$ cat config.mk
export PLATFORM = sky130hd
export DESIGN_NAME = adcsr_regbank
export DESIGN_NICKNAME = d
export VERILOG_FILES = /design/src/rtl/adcsr_pkg.sv /design/src/rtl/adcsr_regbank.sv
export SDC_FILE = /design/constraint.sdc
export NUM_CORES = 1
export LEC_CHECK = 0
export ABC_AREA = 0
export BUFFER_PORTS_ARGS = -buffer_cell sky130_fd_sc_hd__buf_2
export CAP_MARGIN = 20
export CORE_MARGIN = 5
export CORE_UTILIZATION = 40
export CTS_BUF_LIST = sky130_fd_sc_hd__clkbuf_8
export CTS_CLUSTER_DIAMETER = 30
export CTS_CLUSTER_SIZE = 20
export DETAILED_ROUTE_END_ITERATION = 8
export PLACE_DENSITY = 0.57
export SLEW_MARGIN = 5
export SYNTH_ARGS = -nofsm -noshare
export SYNTH_HDL_FRONTEND = slang
export SYNTH_SLANG_ARGS = --single-unit
export TNS_END_PERCENT = 10
$ cat constraint.sdc
create_clock -name clk_sys -period 5.4 [get_ports clk_sys]
set_input_delay 0.27 -clock clk_sys [delete_from_list [all_inputs] [get_ports clk_sys]]
set_output_delay 0.27 -clock clk_sys [all_outputs]
set_load 0.02 [all_outputs]
$ cat src/rtl/adcsr_pkg.sv
// Constants shared by the converter configuration register bank.
package adcsr_pkg;

    // Register count and the byte address of each storage slot.
    localparam int ADCSR_NREG = 15;
    localparam logic [7:0] ADCSR_ADDR [0:ADCSR_NREG-1] = '{
        8'h00, 8'h01, 8'h03, 8'h25, 8'h26, 8'h3d, 8'h3f, 8'h40,
        8'h41, 8'h42, 8'h43, 8'h4a, 8'hbf, 8'hcf, 8'hdf
    };

    // Storage index of each register that the logic uses.
    localparam logic [3:0] IDX_RESET_AND_READBACK_CTRL = 4'h0;
    localparam logic [3:0] IDX_OUTPUT_SWING_SELECT = 4'h1;
    localparam logic [3:0] IDX_PERFORMANCE_MODE_ONE = 4'h2;
    localparam logic [3:0] IDX_GAIN_AND_TEST_PATTERN = 4'h3;
    localparam logic [3:0] IDX_OUTPUT_DRIVE_STRENGTH = 4'h4;
    localparam logic [3:0] IDX_FORMAT_AND_OFFSET_ENABLE = 4'h5;
    localparam logic [3:0] IDX_CUSTOM_WORD_HIGH = 4'h6;
    localparam logic [3:0] IDX_CUSTOM_WORD_LOW = 4'h7;
    localparam logic [3:0] IDX_CLOCK_FALL_AND_STANDBY = 4'h9;
    localparam logic [3:0] IDX_POWER_DOWN_AND_SWING_ENABLE = 4'ha;
    localparam logic [3:0] IDX_PERFORMANCE_MODE_TWO = 4'hb;

    // Reset value of every register.
    localparam logic [7:0] REG_RESET_VALUE = 8'h00;

    // Field positions.
    localparam int SOFT_RESET_BIT = 1;
    localparam int READBACK_BIT = 0;
    localparam int SWING_MSB = 7;
    localparam int SWING_LSB = 2;
    localparam int SWING_EN_MSB = 1;
    localparam int SWING_EN_LSB = 0;
    localparam int GAIN_MSB = 7;
    localparam int GAIN_LSB = 4;
    localparam int GAIN_DISABLE_BIT = 3;
    localparam int PATTERN_MSB = 2;
    localparam int PATTERN_LSB = 0;
    localparam int CLK_DRIVE_BIT = 1;
    localparam int DATA_DRIVE_BIT = 0;
    localparam int FORMAT_MSB = 7;
    localparam int FORMAT_LSB = 6;
    localparam int OFFSET_FIX_BIT = 5;
    localparam int DIGITAL_PATH_BIT = 3;

    // Field codes.
    localparam logic [5:0] SWING_DEFAULT = 6'h00;
    localparam logic [1:0] SWING_EN_ON = 2'h3;
    localparam logic [1:0] FORMAT_FROM_PIN = 2'h0;
    localparam logic [1:0] FORMAT_TWOS = 2'h2;
    localparam logic [1:0] FORMAT_OFFSET = 2'h3;
    localparam logic [3:0] GAIN_NONE = 4'h0;
    localparam logic [2:0] PAT_NORMAL = 3'h0;
    localparam logic [2:0] PAT_ZEROS = 3'h1;
    localparam logic [2:0] PAT_ONES = 3'h2;
    localparam logic [2:0] PAT_TOGGLE = 3'h3;
    localparam logic [2:0] PAT_RAMP = 3'h4;
    localparam logic [2:0] PAT_CUSTOM = 3'h5;
    localparam logic [11:0] TOGGLE_WORD = 12'h555;

    // Serial frame: last bit index of the address byte and of the whole frame.
    localparam logic [3:0] FRAME_ADDR_LAST = 4'h7;
    localparam logic [3:0] FRAME_LAST = 4'hf;
    // Last divider count of a ramp step; four samples per step.
    localparam logic [1:0] RAMP_STEP_LAST = 2'h3;

endpackage : adcsr_pkg

$ cat src/rtl/adcsr_regbank.sv
// Serial-programmed configuration register bank and digital output path.
`timescale 1ns/10ps
`default_nettype none

// Summary of operation
// - Reset bit clears all registers, self-clears.
// - Readback bit routes readback onto over-range pin.
// - Swing field selects differential output swing.
// - Programmed swing applies only when enabled.
// - Gain field selects 0.5 dB steps.
// - Gain applied only if enabled, path on.
// - Pattern 000 normal, 001 zeros, 010 ones.
// - Pattern 011 alternates 0101 and 1010 words.
// - Pattern 100 ramps every fourth sample.
// - Pattern 101 outputs custom twelve-bit word.
// - Clock buffer drive bit doubles strength.
// - Data buffer drive bit doubles strength.
// - Format field: pin, two's complement, offset.
// - Offset fix enable bit.
// - Every register resets to 00h.
// - One write updates all fields together.
// - Sixteen-bit frames on falling edges, address first.
// - Readback blocks writes except address zero.
// - Low-latency mode bypasses gain, patterns, offset.
// - Swing enable only at code 11.
module adcsr_regbank
    import adcsr_pkg::*;
#(
    parameter int DATA_W = 12
) (
    input wire logic clk_sys,
    input wire logic rst_n,
    input wire logic serial_select_n,
    input wire logic sclk,
    input wire logic serial_in,
    input wire logic overvoltage_in,
    input wire logic format_select_pin,
    input wire logic sample_strobe,
    input wire logic [DATA_W-1:0] adc_code,
    output logic overrange_or_readback_pin,
    output logic [5:0] swing_code,
    output logic clock_buffer_drive,
    output logic data_buffer_drive,
    output logic [1:0] performance_boost_one,
    output logic performance_boost_two,
    output logic [3:0] gain_select,
    output logic offset_fix_enable,
    output logic digital_path_enable,
    output logic twos_complement,
    output logic [DATA_W-1:0] data_out_reg
);

    ////////////////////////////////////////////////////////////////////////////////
    // Helpers.

    // Maps an address to its storage slot; valid is low for unlisted addresses.
    function automatic logic [4:0] addr_lookup(input logic [7:0] addr);
        logic [4:0] res;
        res = 5'h00;
        for (int i = 0; i < ADCSR_NREG; i++) begin
            if (ADCSR_ADDR[i] == addr) begin
                res = {1'b1, 4'(i)};
            end
        end
        return res;
    endfunction : addr_lookup

    ////////////////////////////////////////////////////////////////////////////////
    // Pin synchronisers; the first stage feeds only the second.

    logic [1:0] cs_sync_reg;
    logic [1:0] sin_sync_reg;
    logic [2:0] sclk_sync_reg;
    logic [1:0] ovr_sync_reg;
    logic [1:0] fmt_sync_reg;

    // Two flops per pin, a third on the serial clock for edge finding.
    always_ff @(posedge clk_sys or negedge rst_n) begin
        if (!rst_n) begin
            cs_sync_reg <= 2'h3;
            sin_sync_reg <= 2'h0;
            sclk_sync_reg <= 3'h0;
            ovr_sync_reg <= 2'h0;
            fmt_sync_reg <= 2'h0;
        end else begin
            cs_sync_reg <= {cs_sync_reg[0], serial_select_n};
            sin_sync_reg <= {sin_sync_reg[0], serial_in};
            sclk_sync_reg <= {sclk_sync_reg[1:0], sclk};
            ovr_sync_reg <= {ovr_sync_reg[0], overvoltage_in};
            fmt_sync_reg <= {fmt_sync_reg[0], format_select_pin};
        end
    end

    logic sel_active;
    logic sclk_fall;
    logic sin_bit;
    assign sel_active = !cs_sync_reg[1];
    assign sin_bit = sin_sync_reg[1];
    // The serial clock must stay well below half the system rate to be sampled.
    assign sclk_fall = sclk_sync_reg[2] && !sclk_sync_reg[1] && sel_active;

    ////////////////////////////////////////////////////////////////////////////////
    // Serial frame shifter.

    logic [3:0] bit_cnt_reg;
    logic [14:0] shift_reg;
    logic [7:0] rd_shift_reg;
    logic [7:0] regs_reg [0:ADCSR_NREG-1];

    logic [7:0] frame_addr;
    logic [7:0] frame_data;
    logic [7:0] rd_addr;
    logic [4:0] wr_hit;
    logic [4:0] rd_hit;
    logic readback_on;
    logic write_fire;
    logic soft_reset;

    assign frame_addr = shift_reg[14:7];
    assign frame_data = {shift_reg[6:0], sin_bit};
    assign rd_addr = {shift_reg[6:0], sin_bit};
    assign wr_hit = addr_lookup(frame_addr);
    assign rd_hit = addr_lookup(rd_addr);
    assign readback_on = regs_reg[IDX_RESET_AND_READBACK_CTRL][READBACK_BIT];
    // Every sixteenth falling edge loads a word; partial words are dropped.
    assign write_fire = sclk_fall && (bit_cnt_reg == FRAME_LAST);
    assign soft_reset = write_fire && (frame_addr == ADCSR_ADDR[0])
        && frame_data[SOFT_RESET_BIT];

    // Bit counter restarts whenever the select is released.
    always_ff @(posedge clk_sys or negedge rst_n) begin
        if (!rst_n) begin
            bit_cnt_reg <= 4'h0;
            shift_reg <= 15'h0000;
        end else if (!sel_active) begin
            bit_cnt_reg <= 4'h0;
        end else if (sclk_fall) begin
            bit_cnt_reg <= bit_cnt_reg + 4'h1;
            shift_reg <= {shift_reg[13:0], sin_bit};
        end
    end

    // Readback shifter: loaded after the address byte, shifted on later edges.
    always_ff @(posedge clk_sys or negedge rst_n) begin
        if (!rst_n) begin
            rd_shift_reg <= 8'h00;
        end else if (sclk_fall && bit_cnt_reg == FRAME_ADDR_LAST) begin
            // Slot zero is never readable; unlisted addresses answer zero.
            if (rd_hit[4] && rd_hit[3:0] != IDX_RESET_AND_READBACK_CTRL) begin
                rd_shift_reg <= regs_reg[rd_hit[3:0]];
            end else begin
                rd_shift_reg <= 8'h00;
            end
        end else if (sclk_fall) begin
            rd_shift_reg <= {rd_shift_reg[6:0], 1'b0};
        end
    end

    ////////////////////////////////////////////////////////////////////////////////
    // Register storage.

    // Whole bytes are stored, so all fields of a register change in one write.
    always_ff @(posedge clk_sys or negedge rst_n) begin
        if (!rst_n) begin
            for (int i = 0; i < ADCSR_NREG; i++) begin
                regs_reg[i] <= REG_RESET_VALUE;
            end
        end else if (soft_reset) begin
            // The reset bit itself is never stored, so it reads back as zero.
            for (int i = 0; i < ADCSR_NREG; i++) begin
                regs_reg[i] <= REG_RESET_VALUE;
            end
        end else if (write_fire && wr_hit[4]) begin
            if (!readback_on || wr_hit[3:0] == IDX_RESET_AND_READBACK_CTRL) begin
                regs_reg[wr_hit[3:0]] <= frame_data;
            end
        end
    end

    ////////////////////////////////////////////////////////////////////////////////
    // Shared pin and analog settings.

    logic [7:0] r_swing;
    logic [7:0] r_gain;
    logic [7:0] r_drive;
    logic [7:0] r_fmt;
    logic [7:0] r_pdn;
    logic [1:0] fmt_field;
    logic [2:0] pattern;

    assign r_swing = regs_reg[IDX_OUTPUT_SWING_SELECT];
    assign r_gain = regs_reg[IDX_GAIN_AND_TEST_PATTERN];
    assign r_drive = regs_reg[IDX_OUTPUT_DRIVE_STRENGTH];
    assign r_fmt = regs_reg[IDX_FORMAT_AND_OFFSET_ENABLE];
    assign r_pdn = regs_reg[IDX_POWER_DOWN_AND_SWING_ENABLE];
    assign fmt_field = r_fmt[FORMAT_MSB:FORMAT_LSB];
    assign pattern = r_gain[PATTERN_MSB:PATTERN_LSB];

    // The pin shows readback bits only in readback mode.
    always_ff @(posedge clk_sys or negedge rst_n) begin
        if (!rst_n) begin
            overrange_or_readback_pin <= 1'b0;
        end else if (readback_on) begin
            overrange_or_readback_pin <= rd_shift_reg[7];
        end else begin
            overrange_or_readback_pin <= ovr_sync_reg[1];
        end
    end

    // Static settings, registered so each output is glitch free.
    always_ff @(posedge clk_sys or negedge rst_n) begin
        if (!rst_n) begin
            swing_code <= SWING_DEFAULT;
            clock_buffer_drive <= 1'b0;
            data_buffer_drive <= 1'b0;
            performance_boost_one <= 2'h0;
            performance_boost_two <= 1'b0;
            gain_select <= GAIN_NONE;
            offset_fix_enable <= 1'b0;
            digital_path_enable <= 1'b0;
            twos_complement <= 1'b0;
        end else begin
            // Codes 01 and 10 of the enable leave the default swing.
            if (r_pdn[SWING_EN_MSB:SWING_EN_LSB] == SWING_EN_ON) begin
                swing_code <= r_swing[SWING_MSB:SWING_LSB];
            end else begin
                swing_code <= SWING_DEFAULT;
            end
            clock_buffer_drive <= r_drive[CLK_DRIVE_BIT];
            data_buffer_drive <= r_drive[DATA_DRIVE_BIT];
            performance_boost_one <= regs_reg[IDX_PERFORMANCE_MODE_ONE][1:0];
            performance_boost_two <= regs_reg[IDX_PERFORMANCE_MODE_TWO][0];
            digital_path_enable <= regs_reg[IDX_CLOCK_FALL_AND_STANDBY][DIGITAL_PATH_BIT];
            if (digital_path_enable && !r_gain[GAIN_DISABLE_BIT]) begin
                gain_select <= r_gain[GAIN_MSB:GAIN_LSB];
            end else begin
                gain_select <= GAIN_NONE;
            end
            offset_fix_enable <= r_fmt[OFFSET_FIX_BIT] && digital_path_enable;
            // Code 01 is undefined; it falls back to the pin like 00.
            case (fmt_field)
                FORMAT_TWOS: twos_complement <= 1'b1;
                FORMAT_OFFSET: twos_complement <= 1'b0;
                default: twos_complement <= fmt_sync_reg[1];
            endcase
        end
    end

    ////////////////////////////////////////////////////////////////////////////////
    // Sample data path and test patterns.

    logic toggle_reg;
    logic [1:0] ramp_div_reg;
    logic [DATA_W-1:0] ramp_reg;
    logic [DATA_W-1:0] custom_word;

    assign custom_word = DATA_W'({regs_reg[IDX_CUSTOM_WORD_HIGH],
        regs_reg[IDX_CUSTOM_WORD_LOW][7:4]});

    // Pattern sequencers advance on each sample; the ramp wraps after full scale.
    always_ff @(posedge clk_sys or negedge rst_n) begin
        if (!rst_n) begin
            toggle_reg <= 1'b0;
            ramp_div_reg <= 2'h0;
            ramp_reg <= '0;
        end else if (sample_strobe) begin
            toggle_reg <= !toggle_reg;
            ramp_div_reg <= ramp_div_reg + 2'h1;
            if (ramp_div_reg == RAMP_STEP_LAST) begin
                ramp_reg <= ramp_reg + DATA_W'(1);
            end
        end
    end

    // Output word; low-latency mode passes the converter code, MSB inverted for two's complement.
    always_ff @(posedge clk_sys or negedge rst_n) begin
        if (!rst_n) begin
            data_out_reg <= '0;
        end else if (sample_strobe) begin
            if (!digital_path_enable || pattern == PAT_NORMAL) begin
                data_out_reg <= twos_complement ? {~adc_code[DATA_W-1],
                    adc_code[DATA_W-2:0]} : adc_code;
            end else begin
                case (pattern)
                    PAT_ZEROS: data_out_reg <= '0;
                    PAT_ONES: data_out_reg <= '1;
                    PAT_TOGGLE: data_out_reg <= toggle_reg ? ~DATA_W'(TOGGLE_WORD)
                        : DATA_W'(TOGGLE_WORD);
                    PAT_RAMP: data_out_reg <= ramp_reg;
                    PAT_CUSTOM: data_out_reg <= custom_word;
                    default: data_out_reg <= '0;
                endcase
            end
        end
    end

endmodule : adcsr_regbank

`default_nettype wire

Yosys cells after proc, flatten, opt, wreduce, memory -nomap -nowiden --
Index checks and enable logic that the tools add are counted.
Operators by class: muxes and demuxes 52, bitwise operators 4, $add $sub $neg 3, order comparisons 3, reductions and logical operators 31, equal/unequal tests 38
Operators by type and width (number):
- $mux W120 | 3
- $mux W5 | 30
- $bwmux W120 | 1
- $eq A7 B8 Y1 const A | 10
- $eq A6 B8 Y1 const A | 8
- $eq A8 B8 Y1 const A | 6
- $mux W8 | 6
- $pmux W12 S4 | 1
- $mux W12 | 3
- $bmux W8 S4 | 1
- $demux W8 S4 | 1
- $eq A1 B8 Y1 const A | 2
- $eq A2 B8 Y1 const A | 2
- $logic_not A8 Y1 | 2
- $add A12 B1 Y12 const B | 1
- $mux W4 | 3
- $logic_and A1 B1 Y1 | 11
- $ge A5 B5 Y1 const B | 2
- $not A4 Y5 | 2
- $eq A2 B2 Y1 const B | 4
- $reduce_bool A2 Y1 | 4
- $eq A3 B2 Y1 const B | 2
- $eq A3 B3 Y1 const B | 2
- $logic_not A1 Y1 | 6
- other kinds (14) | 18
Word-level totals: output and inout port bits 31, register bits 204, word-level logic and storage cells 168

Depth between registers and ports, before layout --
Gate-level depths: netlist of the first run.
depth after elaboration 25, mapped depth 12, gate-level depth less buffers 7

Worst setup path before layout of the first run --
No wires, ideal clock.
path kind register -> register, start point register shift_reg[4], end point register rd_shift_reg[3], required time 5282 ps, arrival 2576 ps, stages on the path, launching flop included 11, path slack 2706 ps, clock period less this slack 2694 ps, setup time 118 ps, path through dfrtp_1 > buf_2 > nand2b_1 > nor4b_1 > or4_1 > buf_4 > buf_6 > mux2_4 > a221oi_2 > o21ai_1 > a21o_1
Between the ends: longest elaborated chain between the ends 21
Ends and longest elaborated chain:
- from (decl) | line adcsr_regbank.sv:106 | logic [14:0] shift_reg;
- from (signal assigned) | line adcsr_regbank.sv:139 | shift_reg <= {shift_reg[13:0], sin_bit};
- $eq A1 B8 Y1 | line adcsr_regbank.sv:61 | if (ADCSR_ADDR[i] == addr) begin
- $mux W5 (13 in a row) | line adcsr_regbank.sv:61
- $mux W5 (*) | line adcsr_regbank.sv:61
- $not A4 Y5 (implied by the code) | line adcsr_regbank.sv:150 | rd_shift_reg <= regs_reg[rd_hit[3:0]];
- $bmux W8 S4 | line adcsr_regbank.sv:150
- $mux W8 (implied by the code) (2 in a row) | line adcsr_regbank.sv:150
- $mux W8 (*) | line adcsr_regbank.sv:149 | if (rd_hit[4] && rd_hit[3:0] != IDX_RESET_AND_READBACK_CTRL) begin
- $mux W8 (*) | line adcsr_regbank.sv:147 | end else if (sclk_fall && bit_cnt_reg == FRAME_ADDR_LAST) begin
- to (signal assigned) | line adcsr_regbank.sv:150
- to (signal assigned) | line adcsr_regbank.sv:155 | rd_shift_reg <= {rd_shift_reg[6:0], 1'b0};
- to (decl) | line adcsr_regbank.sv:107 | logic [7:0] rd_shift_reg;
Mark *: on every way between the ends. The rest lies on a longest branch, timed or not. The select of a mux whose other input is x is not followed. A chain may end at the register's enable or synchronous reset.

Worst setup path in the final report of the first run --
start point register shift_reg[2], end point register rd_shift_reg[2]
The elaborated chain is that of the path after synthesis.

==> implementation parameters, run 1 <==
Parameter                              Value

Synth
  Netlist Area Pre-Place    approximately 10000 um^2
  Parity-gate share of the synthesized area counting xor and xnor cells    0.0161
  Post-synthesis sequential area ratio    0.494
  Number of register bits inferred by synthesis    between 200 and 250
  Mux cell area share after synthesis    0.158
  Number of enable flip-flop cells after synthesis    0
  Portion of synthesized cell area occupied by the leading cell type    0.489
  Synthesized area per cell    between 10 and 15 um^2
  Post-synthesis simple-gate area fraction    0.175
  Yosys cell types    between 80 and 90
  Synthesized instance count    between 900 and 1000
  Compound-cell area share of the yosys netlist    0.117
  Cell type with the largest total area after synthesis    dfrtp_1
  Post-Syn Nets    ~1000
  YS warnings    0
  Combinational family with the most area after synthesis    simple AND/OR/NAND/NOR gates
  Fraction of registers with async set/reset    1.00
  Top area cells in the synthesized netlist    dfrtp_1 49%, mux2i_1 12%, nor2_1 4.7%
  Adder-cell area share of the yosys netlist    0.00363
  Most used DFF post-synth    dfrtp_1

Power
  Leakage power total    5.88 nW
  Switching power summed over all nets    0.00125 W
  Share of power burned in combinational logic    0.116
  Internal power consumption    roughly 0.0032 W
  Part of the power in registers    0.385
  VDD IR max    slightly below 0.0002 V
  Switching share of total power    0.283
  Part of the total power dissipated in the clock network    0.499
  Power per cell area    between 300 and 400 nW/um^2

Clock tree
  Setup repair bufs after CTS    0
  Clock latency on the worst-skew pair    0.57 ns
  Clk Tree Root Cell    clkbuf_8
  Total clock sinks    approximately 200
  Resized cells post-CTS    0
  Count of hold-fix buffers inserted at cts    6
  Total CTS buffers    52
  Clock Path Buffers    3
  Clock tree from TritonCTS    yes
  Clock-pin slew of the registers on the worst-case setup and hold paths    ~0.06 ns
  CTS H-tree lvls    2

Global route
  Maximum number of pins on one net before global-route repair    between 100 and 150
  Global-route wire length before repair    ~45 mm
  Overall Global Routing Usage    0.195
  Most Used Layer, Global Route    met2
  Number of global-route vias before repair    7791
  Met3 demand-to-capacity share in global routing    0.0421
  GR Util met2    0.300
  Initial antenna violation count    0
  Remaining Overflow, GRT    0
  Global routing met1 resource utilization    0.282

Place
  Last weighted congestion value of the routability-driven placer    between 0.8 and 0.9
  Inst Count DP    between 1000 and 1500
  HPWL Detailed    about 18 mm
  Number of port buffers    50

Final layout
  Count of nets after finishing    around 1100
  Share of layout cells above drive strength 1    0.200
  Max FFs per register    67
  Most frequent cells in the layout    202 x dfrtp_1, 129 x nor2_1, 128 x mux2i_1
  Area Growth Syn to Fin    17.1%
  Area of all sequential standard cells    just over 5000 um^2
  Total area of multi-input combinational cells    slightly below 5000 um^2
  Most frequent standard cell in the layout excluding fill and tap cells    dfrtp_1
  Non-Filler Instances    ~1400
  Total inserted antenna cells    0
  Number of fill cells    2400

Routing
  Avg WL per Cell    ~20 um
  Initial DRC count    between 600 and 700
  DR vias    just under 8000
  Wirelength, routed    between 20 and 30 mm
  Detail Route Antenna Nets    0
  Remaining design rule violation count    0
  1st-pass router iterations    5
  Average vias per placed instance    about 5.6

Worst setup path
  Depth of the worst register-to-register path    7
  Arrival time at the worst endpoint    roughly 4.6 ns
  Critical path fanouts, max    25
  Sort of element at the end of the critical path    register
  Worst R2R Start    shift_reg[2]
  WP data required    roughly 5.8 ns
  Worst reg2reg path endpoint    rd_shift_reg[2]
  Worst setup slack for register-to-register paths    roughly 1.2 ns
  Launching element type of the critical path    register
  Kind of critical path    reg2reg

Timing
  Setup skew after layout    0.0374 ns
  Total count of max-transition violations in the final report    0
  Final Hold Viols    0
  Final critical path time including I/O delays and setup    between 4 and 5 ns
  Final worst path period share    0.773
  Worst-case headroom to the max-slew limit    0.265
  Count of final setup violators    0
  Worst Max-Slew Pin Slew    between 1 and 1.5 ns
  Highest achievable clock rate    between 200 and 250 MHz
  Final TNS setup    0 ns
  RSZ-0062 raised after global routing    false

Hold path
  Hold Startpoint    adc_code[8]
  Worst min-delay path category    in2reg
  Worst hold path depth    3
  Capture endpoint of the worst hold path    data_out_reg[8]

Floorplan
  Floorplan Core Area    25300 um^2
  Row cnt    58
  Die height    approximately 170 um
  Area enclosed by the die boundary    ~30000 um^2
  Starting density of the core    0.408
  IO Pins    a little over 50
  Chip width    171 um

Job
  Max-cap violation count    0

Outcome
  Outcome    finished clean
cells by family after synthesis:
| logic type | Yosys count |
|---|---|
| and+or+nand+nor | 363 |
| DFF | 204 |
| AOI/OAI and AO/OA | 167 |
| muxes | 155 |
| buffers and inverters | 78 |
| xor gates and xnor gates | 19 |
| adders and majority gates | 3 |
how the worst max path moves through the flow:
stage	start	to	slack, ns
after floorplan	shift_reg[4]	rd_shift_reg[3]	2.71
after global placement	shift_reg[1]	rd_shift_reg[2]	1.53
after detailed placement	shift_reg[1]	rd_shift_reg[2]	1.47
after CTS	shift_reg[1]	rd_shift_reg[2]	1.37
after global routing	shift_reg[2]	rd_shift_reg[2]	1.07
final	shift_reg[2]	rd_shift_reg[2]	1.23
metal layers:
layer  part of all wire  vias up  routed length, um
met5                  0        -                  0
met4              0.017        0                493
met3              0.055       42               1560
met2               0.46      222              13100
met1               0.46     3943              13200
li1                   -     3647                  -
through the flow:
step	power, W	cell area, um^2	setup WS (ns)	hold slack (ns)	util
after floorplan	0.00206	10300	2.71	-0.0256	-
after global routing	0.00462	12100	1.07	0.0325	0.478
after global placement	0.00223	10800	1.53	0.332	0.427
after CTS	0.00447	12100	1.37	0.00266	0.478
final	0.00443	12100	1.23	0.0167	0.478
after detailed placement	0.00223	10800	1.47	0.335	0.427
cells in the mapped netlist, types with 3 or more instances:
cell        n
clkbuf_1   37
or3_1       6
o211a_1     4
xnor2_1    11
a21oi_1    58
nor3_1      8
mux2_2     19
a221oi_1    9
nand2b_1    5
xor2_1      8
o21ai_0    31
o41ai_1     3
buf_1       3
nor4_1      3
inv_1       4
a222oi_1    3
mux4_2      4
nor4_4      4
dfrtp_1   202
and2_1      8
mux2i_1   128
a21o_1      4
nor2b_1     7
buf_2      21
ha_1        3
nand3_1    33
nand2_1   106
o32a_1      3
and4_1      4
a22oi_1    19
and3_1      9
nor2_1    129
buf_4      10
nand3b_1    6
a221o_1     3
nand4_1     8
final cells by class:
cell class,count,area share
Clock buffer,59,0.0671
Tap cell,330,0.0341
Sequential cell,204,0.422
Inverter,4,0.00124
Clock inverter,38,0.0345
Timing Repair Buffer,73,0.0380
Multi-Input combinational cell,707,0.403
power by group through the flow:
stage               clock (W)  combinational [W]  sequential, W
floorplan                   0           0.000390        0.00167
global placement            0           0.000499        0.00173
detailed placement          0           0.000506        0.00173
CTS                   0.00225           0.000512        0.00170
global route          0.00234           0.000559        0.00172
finish                0.00221           0.000513        0.00171
critical path, cell delays in order (launching register included):
cell and delay, ns:
dfrtp_1 1.04, nand4_1 0.26, nor4b_1 0.85, or4_1 0.83
mux2_2 0.41, a221o_1 0.31, a31oi_1 0.23, o31ai_1 0.11
Note: power is estimated with default switching activity, not from simulation.
==> run 2, diff against run 1 <==
==> constraint.sdc (replaced) <==
create_clock -name clk_sys -period 4.02 [get_ports clk_sys]
set_input_delay 0.201 -clock clk_sys [delete_from_list [all_inputs] [get_ports clk_sys]]
set_output_delay 0.201 -clock clk_sys [all_outputs]
set_load 0.02 [all_outputs]
==> implementation parameters, run 2 (synthesized netlist as in run 1, its figures left out) <==
Parameter                              Value

Final layout
  Number of fill cells    2375 (was 2400)
  Cell area after layout    12200 um^2 (was 12100 um^2)
  Post-layout utilization of the core    0.483 (was 0.478)
  Total inserted antenna cells    0 (unchanged)
  Max FFs per register    67 (unchanged)
  Count of nets after finishing    1086 (was 1065)
  Area of all sequential standard cells    5110 um^2 (unchanged)
  Most frequent standard cell in the layout excluding fill and tap cells    dfrtp_1 (unchanged)
  Total area of multi-input combinational cells    4880 um^2 (about the same)
  Share of layout cells above drive strength 1    0.196 (was 0.200)
  Most frequent cells in the layout    202 x dfrtp_1, 129 x nor2_1, 128 x mux2i_1 (unchanged)
  Area Growth Syn to Fin    18.2% (was 17.1%)

Place
  Setup slack at placement    0.754 ns (was 1.47 ns)
  Total placed instance area    10900 um^2 (was 10800 um^2)
  Number of port buffers    50 (unchanged)
  HPWL Detailed    18.7 mm (was 18.4 mm)
  Last weighted congestion value of the routability-driven placer    0.859 (was 0.874)

Clock tree
  Clk Tree Root Cell    clkbuf_8 (unchanged)
  Clock tree from TritonCTS    yes (unchanged)
  Total clock sinks    204 (unchanged)
  CTS H-tree lvls    2 (unchanged)
  Clock Path Buffers    3 (unchanged)
  Resized cells post-CTS    0 (unchanged)
  Total CTS buffers    53 (was 52)
  Clock latency on the worst-skew pair    0.57 ns (about the same)
  Clock-pin slew of the registers on the worst-case setup and hold paths    0.05 ns (was 0.06 ns)

Worst setup path
  CP delay by family, top    simple AND/OR/NAND/NOR gates (unchanged)
  CP Depth    8 (was 7)
  Arrival time at the worst endpoint    3.74 ns (was 4.60 ns)
  Sort of element at the end of the critical path    register (unchanged)
  WP data required    4.46 ns (was 5.82 ns)
  Critical path fanouts, max    14 (was 25)
  Depth of the worst register-to-register path    8 (was 7)
  Worst path buffer plus inverter count    1 (was 0)
  Worst-path cell chain    or4b_1 > o32ai_4 > or4_1 > buf_4 > mux2_2 > a222oi_1 > o211a_1 > o41ai_2 (was nand4_1 > nor4b_1 > or4_1 > mux2_2 > a221o_1 > a31oi_1 > o31ai_1)
  Biggest cell delay along the critical path    0.65 ns (was 1.04 ns)
  Kind of critical path    reg2reg (unchanged)
  Slowest cell on the critical path    or4b_1 (was dfrtp_1)
  Launching element type of the critical path    register (unchanged)

Timing
  Final Hold Viols    0 (unchanged)
  Worst-case headroom to the max-slew limit    0.406 (was 0.265)
  Final worst path period share    0.822 (was 0.773)
  Worst Max-Slew Pin Slew    0.885 ns (was 1.10 ns)
  Final TNS setup    0 ns (unchanged)
  Count of final setup violators    0 (unchanged)
  RSZ-0062 raised after global routing    false (unchanged)
  Setup skew after layout    0.0230 ns (was 0.0374 ns)
  Total count of max-transition violations in the final report    0 (unchanged)
  Final critical path time including I/O delays and setup    3.31 ns (was 4.17 ns)
  Final setup margin    0.714 ns (was 1.23 ns)
  Highest achievable clock rate    302 MHz (was 240 MHz)

Power
  Power Total    0.00576 W (was 0.00443 W)
  VDD IR max    0.000335 V (was 0.000196 V)
  Leakage power total    6.00 nW (was 5.88 nW)
  Power per cell area    471 nW/um^2 (was 366 nW/um^2)

Floorplan
  Row cnt    58 (unchanged)
  Die height    171 um (unchanged)
  Floorplan Core Area    25300 um^2 (unchanged)
  IO Pins    51 (unchanged)
  Starting density of the core    0.408 (unchanged)
  Area enclosed by the die boundary    29200 um^2 (unchanged)
  Chip width    171 um (unchanged)

Global route
  Maximum number of pins on one net before global-route repair    121 (unchanged)
  Overall Global Routing Usage    0.200 (was 0.195)
  Global-route wire length before repair    46.3 mm (was 45.2 mm)
  Remaining Overflow, GRT    0 (unchanged)
  Initial antenna violation count    0 (unchanged)
  Number of global-route vias before repair    8070 (was 7791)

Hold path
  Worst min-delay path category    in2reg (unchanged)
  Worst hold path depth    4 (was 3)

Routing
  Average vias per placed instance    5.53 (was 5.55)
  1st-pass router iterations    5 (unchanged)
  Detail Route Antenna Nets    0 (unchanged)
  Initial DRC count    690 (was 614)
  Avg WL per Cell    20.1 um (about the same)
  DR vias    7924 (was 7854)
  Remaining design rule violation count    0 (unchanged)
  Wirelength, routed    28.8 mm (was 28.4 mm)

Outcome
  Outcome    finished clean (unchanged)

Job
  Max-cap violation count    0 (unchanged)
run 2: cell count changes in the layout (fill, tap and decap cells not counted):
cell           before  now
clkbuf_8           59   66
inv_6               0    1
bufinv_16           8    4
nor4b_4             1    0
nor4b_2             1    2
dlygate4sd3_1       6   17
clkinvlp_4         11    0
clkinv_4            1    0
clkinv_2            9    6
buf_12              1    3
clkinv_8            0    1
buf_4              16   23
inv_1              12   19
run 2: worst paths after layout:
check	start	end	slack [ns]
max	shift_reg[1]	rd_shift_reg[6]	0.71
min	adc_code[11]	data_out_reg[11]	0.05
max reg2reg	shift_reg[1]	rd_shift_reg[6]	0.71
min reg2reg	sclk_sync_reg[0]	sclk_sync_reg[1]	0.35
max in group asynchronous	rst_n	swing_code[1]	2.68
min in group asynchronous	rst_n	data_out_reg[6]	0.23
run 2: cell type report:
type | instances | share of cell area
inverter | 4 | 0.00123
tap | 330 | 0.0338
clock buffer | 66 | 0.0743
clock inverter | 28 | 0.0199
timing repair buffer | 93 | 0.0542
multi-input combinational | 707 | 0.399
sequential | 204 | 0.418
run 2: layer usage:
layer | vias up | GRT usage | routed length (um)
met4 | 0 | 0.0757 | 971
met5 | - | 0 | 0
met1 | 3950 | 0.279 | 13300
met3 | 74 | 0.0404 | 1430
met2 | 205 | 0.311 | 13100
li1 | 3695 | - | -
run 2: metrics by stage:
stage               hold slack [ns]  instances
finish                       0.0485       1432
global route                 0.0858       1432
CTS                          0.0213       1432
detailed placement            0.273       1321
global placement              0.271       1321
floorplan                   -0.0946        989
run 2: worst register-to-register path: cells and delay by family (launching register included):
family | cells | cell delay, ns
AND/OR/NAND/NOR | 2 | 1.02
buffers and inverters | 1 | 0.29
AO/OA/AOI/OAI | 4 | 0.94
flip-flops | 1 | 0.59
multiplexers | 1 | 0.36
run 2: power breakdown:
group,switching (W),leakage [nW],internal (W)
sequential,0.000151,2.76,0.00214
combinational,0.000452,2.59,0.000269
clock,0.00102,0.652,0.00173
total,0.00163,6.00,0.00413
run 2: what timing repair did:
action                                  in CTS  in global routing
endpoints found under the setup margin       0                  0
endpoints found under the hold margin      102                  0
hold buffers                                17                  0
setup buffers                                0                  0
